### config.mk
export PLATFORM = sky130hd
export DESIGN_NAME = cal_datapath
export DESIGN_NICKNAME = d
export VERILOG_FILES = /design/src/inc/cal_pkg.sv /design/src/inc/calc_if.sv /design/src/hdl/cal_arith.sv /design/src/hdl/cal_datapath.sv
export SDC_FILE = /design/constraint.sdc
export NUM_CORES = 2
export LEC_CHECK = 0
export BUFFER_PORTS_ARGS = -buffer_cell sky130_fd_sc_hd__buf_2
export CAP_MARGIN = 20
export CORE_MARGIN = 1
export CORE_UTILIZATION = 52
export CTS_BUF_LIST = sky130_fd_sc_hd__clkbuf_4 sky130_fd_sc_hd__clkbuf_8
export DETAILED_ROUTE_END_ITERATION = 10
export PLACE_DENSITY = 0.71
export SETUP_SLACK_MARGIN = 0.2
export SYNTH_ARGS = -nofsm -noshare
export SYNTH_HDL_FRONTEND = slang
export SYNTH_SLANG_ARGS = --single-unit
### constraint.sdc
create_clock -name ref_clk_in -period 12.9 [get_ports ref_clk_in]
set_input_delay 0.645 -clock ref_clk_in [delete_from_list [all_inputs] [get_ports ref_clk_in]]
set_output_delay 0.645 -clock ref_clk_in [all_outputs]
set_load 0.01 [all_outputs]
### src/inc/cal_pkg.sv
/*
  Constants for the per-channel gain and offset calibration datapath:
  register map, field widths, reset values and channel organisation.
  Assumes a 32-bit APB register bus.
*/
package cal_pkg;
  localparam int CH_NUM = 32;
  localparam int CH_BITS = 5;
  localparam int GROUP_SIZE = 8;
  localparam int REF1_CHANNELS = 6;
  localparam int CODE_W = 14;
  localparam int GAIN_W = 13;
  localparam int FRAC_SHIFT = 13;
  localparam int PROD_W = 28;
  localparam int SUM_W = 30;
  localparam logic [13:0] INPUT_RESET = 14'h2000;
  localparam logic [12:0] GAIN_RESET = 13'h1FFF;
  localparam logic [13:0] OFFSET_RESET = 14'h2000;
  localparam logic [13:0] OUTPUT_RESET = 14'h2000;
  localparam logic [13:0] CODE_FULL = 14'h3FFF;
  localparam logic [13:0] CODE_ZERO = 14'h0000;
  localparam logic [29:0] MID_OFFSET = 30'h0000_2000;
  // Byte address layout: [9:8] register kind, [6:2] channel
  localparam logic [1:0] KIND_INPUT = 2'h0;
  localparam logic [1:0] KIND_GAIN = 2'h1;
  localparam logic [1:0] KIND_OFFSET = 2'h2;
  localparam logic [1:0] KIND_MISC = 2'h3;
  localparam logic [11:0] STATUS_ADDR = 12'h300;
  localparam logic [11:0] LOAD_ADDR = 12'h304;
  localparam int KIND_LSB = 8;
  localparam int CHAN_LSB = 2;
  localparam int ADDR_W = 12;
  localparam logic [31:0] BUSY_BIT = 32'h0000_0001;
  localparam logic [31:0] PEND_BIT = 32'h0000_0002;
endpackage : cal_pkg

### src/inc/calc_if.sv
/*
  Request and result carrier between the register file and the
  arithmetic unit. Same clock on both sides.
*/
`timescale 1ns/100ps
interface calc_if;
  logic [13:0] input_word;
  logic [12:0] gain;
  logic [13:0] offset;
  logic [13:0] output_word;
  logic clamped;
  modport master (output input_word, output gain, output offset,
                  input output_word, input clamped);
  modport unit (input input_word, input gain, input offset,
                output output_word, output clamped);
endinterface : calc_if

### src/hdl/cal_arith.sv
/*
  Combinational transfer function of one channel with range clamp.
  Assumes operands are stable registers on the caller's clock.
*/
`timescale 1ns/100ps
module cal_arith (
  // Operands and result
  calc_if.unit calc
);
  wire [13:0] gain_plus = {1'b0, calc.gain} + 14'h0001;
  wire [27:0] product = calc.input_word * gain_plus;
  wire [14:0] scaled = product[27:cal_pkg::FRAC_SHIFT];
  wire signed [29:0] sum = $signed({15'h0000, scaled}) + $signed({16'h0000, calc.offset})
                           - $signed(cal_pkg::MID_OFFSET);
  wire under = sum[29];
  wire over = !under && (sum[28:14] != 15'h0000);
  assign calc.output_word = under ? cal_pkg::CODE_ZERO :
                            over ? cal_pkg::CODE_FULL : sum[13:0];
  assign calc.clamped = under | over;
endmodule : cal_arith

### src/hdl/cal_datapath.sv
/*
  Thirty-two channel calibration datapath with APB register access.
  Assumes a synchronous APB master and an external load request pin.
*/
// The APB interface to the registers and the placing of the registers were chosen for this implementation.
// Function
// - code equals input times gain+1, shifted, plus offset minus midscale
// - input word 14 bits, midscale reset
// - gain 13 bits, all ones reset
// - offset 14 bits, midscale reset
// - output code resets to midscale
// - power-on gain full scale, offset 0x2000
// - clamp to full scale or zero
// - 32 channels, four groups of eight
// - each channel has three registers
// - output code selects string tap
// - recompute after writes, busy low meanwhile
// - load during busy remembered, applied after
`timescale 1ns/100ps
module cal_datapath (
  // Clock and reset
  input wire logic ref_clk_in,
  input wire logic rst_n_in,
  input wire logic clk_en_in,
  // APB slave
  input wire logic psel_in,
  input wire logic penable_in,
  input wire logic pwrite_in,
  input wire logic [11:0] paddr_in,
  input wire logic [31:0] pwdata_in,
  output logic [31:0] prdata_out,
  output logic pready_out,
  output logic pslverr_out,
  // Converter side
  input wire logic load_outputs_n_in,
  output logic busy_n_out,
  output logic [447:0] tap_code_out,
  output logic [31:0] ref2_select_out
);
  typedef enum logic [1:0] {IDLE, CALC, DONE} calc_state_e;

  function automatic logic [4:0] chan_of(input logic [11:0] a);
    chan_of = a[cal_pkg::CHAN_LSB +: cal_pkg::CH_BITS];
  endfunction : chan_of

  // Lowest pending channel first
  function automatic logic [4:0] pick(input logic [31:0] d);
    pick = 5'h00;
    for (int i = cal_pkg::CH_NUM - 1; i >= 0; i--) begin
      if (d[i]) begin
        pick = 5'(i);
      end
    end
  endfunction : pick

  function automatic logic [31:0] ref2_mask();
    ref2_mask = 32'h0000_0000;
    for (int i = 0; i < cal_pkg::CH_NUM; i++) begin
      ref2_mask[i] = (i % cal_pkg::GROUP_SIZE) >= cal_pkg::REF1_CHANNELS;
    end
  endfunction : ref2_mask
  localparam logic [31:0] REF2_MASK = ref2_mask();

  logic [13:0] input_q [cal_pkg::CH_NUM];
  logic [12:0] gain_q [cal_pkg::CH_NUM];
  logic [13:0] offset_q [cal_pkg::CH_NUM];
  logic [13:0] calc_q [cal_pkg::CH_NUM];
  logic [13:0] tap_q [cal_pkg::CH_NUM];
  logic [31:0] dirty_q;
  logic [4:0] cur_q;
  calc_state_e state_q;
  logic load_pend_q;
  logic ld_s1_q, ld_s2_q;
  logic busy_n_q;
  logic [31:0] prdata_q;
  logic pready_q, pslverr_q;
  logic [31:0] ref2_q;

  calc_if calc ();
  cal_arith u_arith (.calc(calc));

  wire access = psel_in && penable_in && !pready_q;
  wire [1:0] kind = paddr_in[cal_pkg::KIND_LSB +: 2];
  wire [4:0] wch = chan_of(paddr_in);
  wire aligned = (paddr_in[1:0] == 2'h0) && !paddr_in[7];
  wire is_status = paddr_in == cal_pkg::STATUS_ADDR;
  wire is_load = paddr_in == cal_pkg::LOAD_ADDR;
  wire is_chan = aligned && (kind != cal_pkg::KIND_MISC);
  wire wr_chan = access && pwrite_in && is_chan;
  wire bad = !(is_chan || is_status || (is_load && pwrite_in));
  wire sw_load = access && pwrite_in && is_load && pwdata_in[0];
  wire load_req = !ld_s2_q || sw_load;
  wire any_dirty = dirty_q != 32'h0000_0000;
  wire [4:0] next_ch = pick(dirty_q);
  wire [31:0] set_mask = wr_chan ? (32'h0000_0001 << wch) : 32'h0000_0000;
  wire [31:0] clr_mask = (state_q == CALC) ? (32'h0000_0001 << cur_q) : 32'h0000_0000;
  wire apply = (state_q == IDLE) && !any_dirty && (load_pend_q || load_req);
  wire [31:0] status_word = ({31'h0, ~busy_n_q} & cal_pkg::BUSY_BIT) |
                            ({30'h0, load_pend_q, 1'b0} & cal_pkg::PEND_BIT);
  wire [31:0] rd_chan = (kind == cal_pkg::KIND_INPUT) ? {18'h0, input_q[wch]} :
                        (kind == cal_pkg::KIND_GAIN) ? {19'h0, gain_q[wch]} :
                        {18'h0, offset_q[wch]};
  wire [31:0] rd_word = is_status ? status_word : (is_chan ? rd_chan : 32'h0);

  assign calc.input_word = input_q[cur_q];
  assign calc.gain = gain_q[cur_q];
  assign calc.offset = offset_q[cur_q];

  // Load pin synchroniser
  always_ff @(posedge ref_clk_in or negedge rst_n_in) begin
    if (!rst_n_in) begin
      ld_s1_q <= 1'b1;
      ld_s2_q <= 1'b1;
    end else if (clk_en_in) begin
      ld_s1_q <= load_outputs_n_in;
      ld_s2_q <= ld_s1_q;
    end
  end

  // APB answer, one wait state
  always_ff @(posedge ref_clk_in or negedge rst_n_in) begin
    if (!rst_n_in) begin
      pready_q <= 1'b0;
      pslverr_q <= 1'b0;
      prdata_q <= 32'h0000_0000;
    end else if (clk_en_in) begin
      pready_q <= access;
      pslverr_q <= access && bad;
      if (access && !pwrite_in) begin
        prdata_q <= rd_word;
      end
    end
  end

  always_ff @(posedge ref_clk_in or negedge rst_n_in) begin
    if (!rst_n_in) begin
      for (int i = 0; i < cal_pkg::CH_NUM; i++) begin
        input_q[i] <= cal_pkg::INPUT_RESET;
        gain_q[i] <= cal_pkg::GAIN_RESET;
        offset_q[i] <= cal_pkg::OFFSET_RESET;
      end
    end else if (clk_en_in && wr_chan) begin
      case (kind)
        cal_pkg::KIND_INPUT: input_q[wch] <= pwdata_in[13:0];
        cal_pkg::KIND_GAIN: gain_q[wch] <= pwdata_in[12:0];
        default: offset_q[wch] <= pwdata_in[13:0];
      endcase
    end
  end

  always_ff @(posedge ref_clk_in or negedge rst_n_in) begin
    if (!rst_n_in) begin
      state_q <= IDLE;
      cur_q <= 5'h00;
      dirty_q <= 32'h0000_0000;
      busy_n_q <= 1'b1;
    end else if (clk_en_in) begin
      // A new write wins over the clear of the same channel
      dirty_q <= (dirty_q & ~clr_mask) | set_mask;
      case (state_q)
        IDLE: begin
          if (any_dirty) begin
            cur_q <= next_ch;
            state_q <= CALC;
            busy_n_q <= 1'b0;
          end
        end
        CALC: begin
          state_q <= DONE;
        end
        DONE: begin
          if (((dirty_q & ~clr_mask) | set_mask) != 32'h0000_0000) begin
            state_q <= IDLE;
          end else begin
            state_q <= IDLE;
            busy_n_q <= 1'b1;
          end
        end
        default: state_q <= IDLE;
      endcase
    end
  end

  always_ff @(posedge ref_clk_in or negedge rst_n_in) begin
    if (!rst_n_in) begin
      for (int i = 0; i < cal_pkg::CH_NUM; i++) begin
        calc_q[i] <= cal_pkg::OUTPUT_RESET;
        tap_q[i] <= cal_pkg::OUTPUT_RESET;
      end
      load_pend_q <= 1'b0;
    end else if (clk_en_in) begin
      if (state_q == CALC) begin
        calc_q[cur_q] <= calc.output_word;
      end
      if (apply) begin
        load_pend_q <= 1'b0;
        for (int i = 0; i < cal_pkg::CH_NUM; i++) begin
          tap_q[i] <= calc_q[i];
        end
      end else if (load_req) begin
        load_pend_q <= 1'b1;
      end
    end
  end

  always_comb begin
    for (int i = 0; i < cal_pkg::CH_NUM; i++) begin
      tap_code_out[i*cal_pkg::CODE_W +: cal_pkg::CODE_W] = tap_q[i];
    end
  end

  always_ff @(posedge ref_clk_in or negedge rst_n_in) begin
    if (!rst_n_in) begin
      ref2_q <= REF2_MASK;
    end else if (clk_en_in) begin
      ref2_q <= REF2_MASK;
    end
  end

  assign ref2_select_out = ref2_q;
  assign prdata_out = prdata_q;
  assign pready_out = pready_q;
  assign pslverr_out = pslverr_q;
  assign busy_n_out = busy_n_q;

  a_busy_on_calc: assert property (@(posedge ref_clk_in) disable iff (!rst_n_in)
    (state_q == CALC) |-> !busy_n_q)
    else $error("busy high during calculation");
  a_clamp_range: assert property (@(posedge ref_clk_in) disable iff (!rst_n_in)
    (clk_en_in && state_q == CALC && u_arith.under) |=> calc_q[$past(cur_q)] == 14'h0000)
    else $error("underflow not clamped to zero");
  a_clamp_high: assert property (@(posedge ref_clk_in) disable iff (!rst_n_in)
    (clk_en_in && state_q == CALC && u_arith.over) |=> calc_q[$past(cur_q)] == 14'h3FFF)
    else $error("overflow not clamped to full scale");
  a_no_apply_busy: assert property (@(posedge ref_clk_in) disable iff (!rst_n_in)
    apply |-> busy_n_q)
    else $error("outputs applied while busy");
  a_pend_applied: assert property (@(posedge ref_clk_in) disable iff (!rst_n_in)
    (clk_en_in && apply) |=> (tap_q[0] == $past(calc_q[0])))
    else $error("load lost");
  a_pend_set: assert property (@(posedge ref_clk_in) disable iff (!rst_n_in)
    (clk_en_in && load_req && !apply) |=> load_pend_q)
    else $error("blocked load not remembered");
  a_pend_clear: assert property (@(posedge ref_clk_in) disable iff (!rst_n_in)
    (clk_en_in && apply) |=> !load_pend_q)
    else $error("pending load kept after update");
  a_tap_hold: assert property (@(posedge ref_clk_in) disable iff (!rst_n_in)
    !(clk_en_in && apply) |=> $stable(tap_code_out))
    else $error("tap code changed without load");
  a_write_dirty: assert property (@(posedge ref_clk_in) disable iff (!rst_n_in)
    (clk_en_in && wr_chan) |=> dirty_q[$past(wch)])
    else $error("write not scheduled");
  a_busy_follows: assert property (@(posedge ref_clk_in) disable iff (!rst_n_in)
    (clk_en_in && wr_chan) |-> ##[1:1000] !busy_n_q)
    else $error("write without busy pulse");
  a_busy_idle: assert property (@(posedge ref_clk_in) disable iff (!rst_n_in)
    (clk_en_in && state_q == DONE && !any_dirty && !wr_chan) |=> busy_n_q)
    else $error("busy kept after last channel");
  a_freeze_state: assert property (@(posedge ref_clk_in) disable iff (!rst_n_in)
    !clk_en_in |=> $stable(state_q) && $stable(dirty_q) && $stable(busy_n_q)
      && $stable(tap_code_out))
    else $error("state moved while clock enable low");
  a_store_code: assert property (@(posedge ref_clk_in) disable iff (!rst_n_in)
    (clk_en_in && state_q == CALC) |=> calc_q[$past(cur_q)] == $past(calc.output_word))
    else $error("code not stored");
  a_apb_ready: assert property (@(posedge ref_clk_in) disable iff (!rst_n_in)
    (clk_en_in && access) |=> pready_q)
    else $error("no ready");
  a_pready_pulse: assert property (@(posedge ref_clk_in) disable iff (!rst_n_in)
    (clk_en_in && pready_q) |=> !pready_q)
    else $error("ready longer than one cycle");
  a_slverr_ready: assert property (@(posedge ref_clk_in) disable iff (!rst_n_in)
    pslverr_q |-> pready_q)
    else $error("error response without ready");
  a_ref_pair: assert property (@(posedge ref_clk_in) disable iff (!rst_n_in)
    ref2_select_out == 32'hC0C0_C0C0)
    else $error("reference grouping wrong");
endmodule : cal_datapath

==> impl_metrics.yaml <==
outcome:
  status: "finished clean"
placed_design:
  numPortBuffers: 497
  gp_congestion: 0.947
  place_ws_ps: 701
  dpl.hpwl_um: 209000
logic_synthesis:
  syn-cell-area_mm2: 0.113
  synth-main-ff-cell: "dfrtp_1"
  cell_count_after_synthesis: 8011
  synth_largest_area_cell: "dfrtp_1"
  synth_top_area_share_pct: 38.2
  synth-async-reset-ratio_pct: 100
  synthesis.area_per_instance_um2: 14.1
  synth_warnings: 0
  synth.most_common_cell: "mux2_2"
  postSynthRegisterBits: 2267
  synth_common_cells: "mux2_2, dfrtp_1, mux4_2"
  synth-edff-count: 0
  synth.distinct_cells: 65
  synthTopCellsByArea: "dfrtp_1, mux2_2, mux4_2"
  ys_seq_area_share_pct: 50.9
global_route:
  grt_most_used_layer: "met2"
  globalRouteTotalUtil_pct: 30.1
  overflow: 0
  grt_first_pass_wirelength_um: 490000
  grt_max_degree: 204
  vias_in_the_first_global_route: 73900
  global_routing_usage_on_met2_pct: 46.1
  global_route.usage.met3_pct: 7.84
  groute.layer.met1.usage_pct: 40.6
  antenna_found_initial: 11
worst_setup_path:
  cp_depth: 42
  cp_data_required_time_ps: 13770
  critical_path.endpoint_type: "flip-flop"
  cp-endpoint: "calc_q[116]"
  setup.reg_to_reg.worst_slack_ps: 700
  rr_startpoint: "cur_q[4]"
  cp_peak_stage_delay_ps: 820
  rr_endpoint: "calc_q[116]"
  crit_top_cell: "fa_1"
  critical_path.startpoint_type: "flip-flop"
  worstSetupPathType: "flip-flop to flip-flop"
  critical_path.slowest_cell: "and3b_2"
  crit_family: "adder cells"
  crit_start: "cur_q[4]"
  crit_buf_inv: 6
  r2r.worst_path.cells: 42
  worst-endpoint-arrival_ps: 13070
  path_max_fanout: 20
sta:
  worst_slew_pin_slew_ps: 1380
  headroom_to_the_max_slew_limit_pct: 7.72
  setup_slack_ps: 703
  timing.fmax_ghz: 0.0820
  min_period_ps: 12200
  fin_skew_ps: 160
  final_critical_path_share_of_the_clock_period_pct: 94.5
  rsz0062_at_grt: "false"
  final-max-slew-violation-count: 0
  hold_viol: 0
  setup_viol: 0
  totalNegativeSetupSlack_ps: 0
final_layout:
  fin_nets: 8759
  drive_gt1_share_pct: 52.0
  area_growth_pct: 12.3
floorplan:
  fp-row-count: 170
  total_die_area_mm2: 0.219
  ioPinCount: 566
  die_x_um: 468
  start_util_pct: 52.4
  die_h_um: 468
  fp.coreArea_mm2: 0.215
power_and_ir_drop:
  power_density_mw_per_mm2: 142
  power.internal_w: 0.0126
  vdd.ir_drop.worst_mv: 0.145
  power_switching_share_pct: 30.0
  part_of_the_power_in_the_clock_network_pct: 37.5
  power.combinational.fraction_pct: 18.8
  total_leakage_power_nw: 58.3
  seqPwrFrac_pct: 43.7
  power.switching_w: 0.00540
worst_hold_path:
  hold_path_class: "primary input to flip-flop"
route:
  drt_drc_violations_left: 0
  ant_nets: 0
  number_of_vias_per_cell: 6.29
  routed_wl_um: 329000
  via_count: 72900
  wl_per_cell_um: 28.4
  drt-initial-drc-count: 7437
  drt-pass1-iter-count: 9
clocking:
  cts.clk_slew.worst_paths_ps: 70
  numClockSinks: 2267
  cts_tree: "built"
  cts.root.buffer_cell: "clkbuf_8"
  clock_insertion_delay_worst_skew_ps: 1150
  ctsLongestPathBuffers: 4
  tritoncts_buffers: 383
  clock_tree.htree_level_count: 5
flow_run:
  cap_viol_max_count: 0
## state kept, by name (all words and copies together) (netlist names), 2 cells and up
name / cells
tap_code_out: 448
state_q: 2
offset_q: 448
dirty_q: 32
gain_q: 416
calc_q: 448
input_q: 448
cur_q: 5
prdata_out: 14
## per-stage QoR
step           util [%]  instance area (µm²)  std cells  power, W  hold slack (ps)
6_report           58.9               127000      11600    0.0180              143
5_1_grt            58.9               127000      11600    0.0187              123
4_1_cts            58.7               126000      11600    0.0181             59.7
3_5_place_dp       54.9               118000      10900    0.0113              466
3_3_place_gp       54.9               118000      10900    0.0112              457
2_1_floorplan         -               113000       8059   0.00992              349
## worst min path at each step
stage | startpoint | end | slack (ps) | cells after the start
global route | pwdata_in[6] | offset_q[230] | 120 | 2
detailed placement | calc_q[200] | calc_q[200] | 470 | 2
floorplan | rst_n_in | calc_q[0] | 350 | 0
CTS | pwdata_in[6] | offset_q[230] | 60 | 2
finish | pwdata_in[6] | offset_q[230] | 140 | 2
global placement | calc_q[21] | calc_q[21] | 460 | 2
## cell usage in the layout (no fill, tap or decap), drive strengths merged, types with 20 or more instances in the layout
| master | synthesis | layout |
|---|---|---|
| nand2b | 29 | 29 |
| xnor2 | 22 | 22 |
| nor2 | 358 | 358 |
| nor3 | 22 | 22 |
| a21oi | 245 | 245 |
| nand4 | 58 | 58 |
| clkinv | 0 | 39 |
| dfrtp | 1720 | 1720 |
| conb | 2 | 50 |
| ha | 109 | 109 |
| a21o | 22 | 22 |
| mux2i | 74 | 74 |
| nor2b | 34 | 34 |
| fa | 141 | 141 |
| nand2 | 488 | 488 |
| buf | 314 | 742 |
| mux2 | 1765 | 1765 |
| a22oi | 137 | 137 |
| o21ai | 356 | 356 |
| mux4 | 722 | 722 |
| o22ai | 42 | 42 |
| dfstp | 547 | 547 |
| clkbuf | 418 | 610 |
| nand3 | 29 | 29 |
| and2 | 28 | 28 |
| or2 | 20 | 20 |
| inv | 179 | 183 |
## worst register-to-register path: cells and delay by family, from the launching register on
family | cells | cell delay, ps
buffers and inverters | 6 | 640
adders and majority gates | 10 | 4110
xor gates and xnor gates | 2 | 330
DFF | 1 | 760
and+or+nand+nor | 14 | 4100
AOI/OAI and AO/OA | 10 | 1990
## power by group through the flow
stage | sequential [W] | combinational [W] | clock (W)
final | 0.00787 | 0.00339 | 0.00675
after global placement | 0.00797 | 0.00327 | 0
after global routing | 0.00792 | 0.00356 | 0.00717
after floorplan | 0.00798 | 0.00193 | 0
after detailed placement | 0.00800 | 0.00331 | 0
after CTS | 0.00788 | 0.00331 | 0.00686
## repair_timing
item                                    in CTS  in global routing
hold buffers                                 4                  0
resized for setup                            0                  2
buffers inserted                             0                  2
hold endpoints to repair                   163                  0
endpoints found under the setup margin       0                116
## cell type report
type	count	area, µm²
Fill cell	16700	88400
Multi-Input combinational cell	4881	51800
Timing Repair Buffer	746	5080
Antenna cell	3	7.51
Sequential cell	2267	57400
Clock inverter	59	497
Tap cell	2838	3550
Inverter	179	672
Clock buffer	610	7580
## per-layer routing
metal | vias up | routed length, µm | share of wire [%]
li1 | 30200 | - | -
met4 | 12 | 16700 | 5.1
met3 | 845 | 32200 | 9.8
met1 | 38400 | 130000 | 39
met2 | 3439 | 150000 | 46
met5 | - | 60 | 0.018
## logic make-up (layout without fill, tap and decap cells)
| group | after synthesis | count (layout) | share of synthesized area (%) |
|---|---|---|---|
| adders and majority gates | 250 | 250 | 3.71 |
| buffers and inverters | 911 | 1594 | 3.62 |
| DFF | 2267 | 2267 | 50.9 |
| other | 2 | 53 | 0.00666 |
| muxes | 2561 | 2561 | 32.7 |
| AOI/OAI and AO/OA | 853 | 853 | 4.35 |
| xor gates and xnor gates | 39 | 39 | 0.310 |
| and+or+nand+nor | 1128 | 1128 | 4.39 |
(Power assumes the default switching activity.)
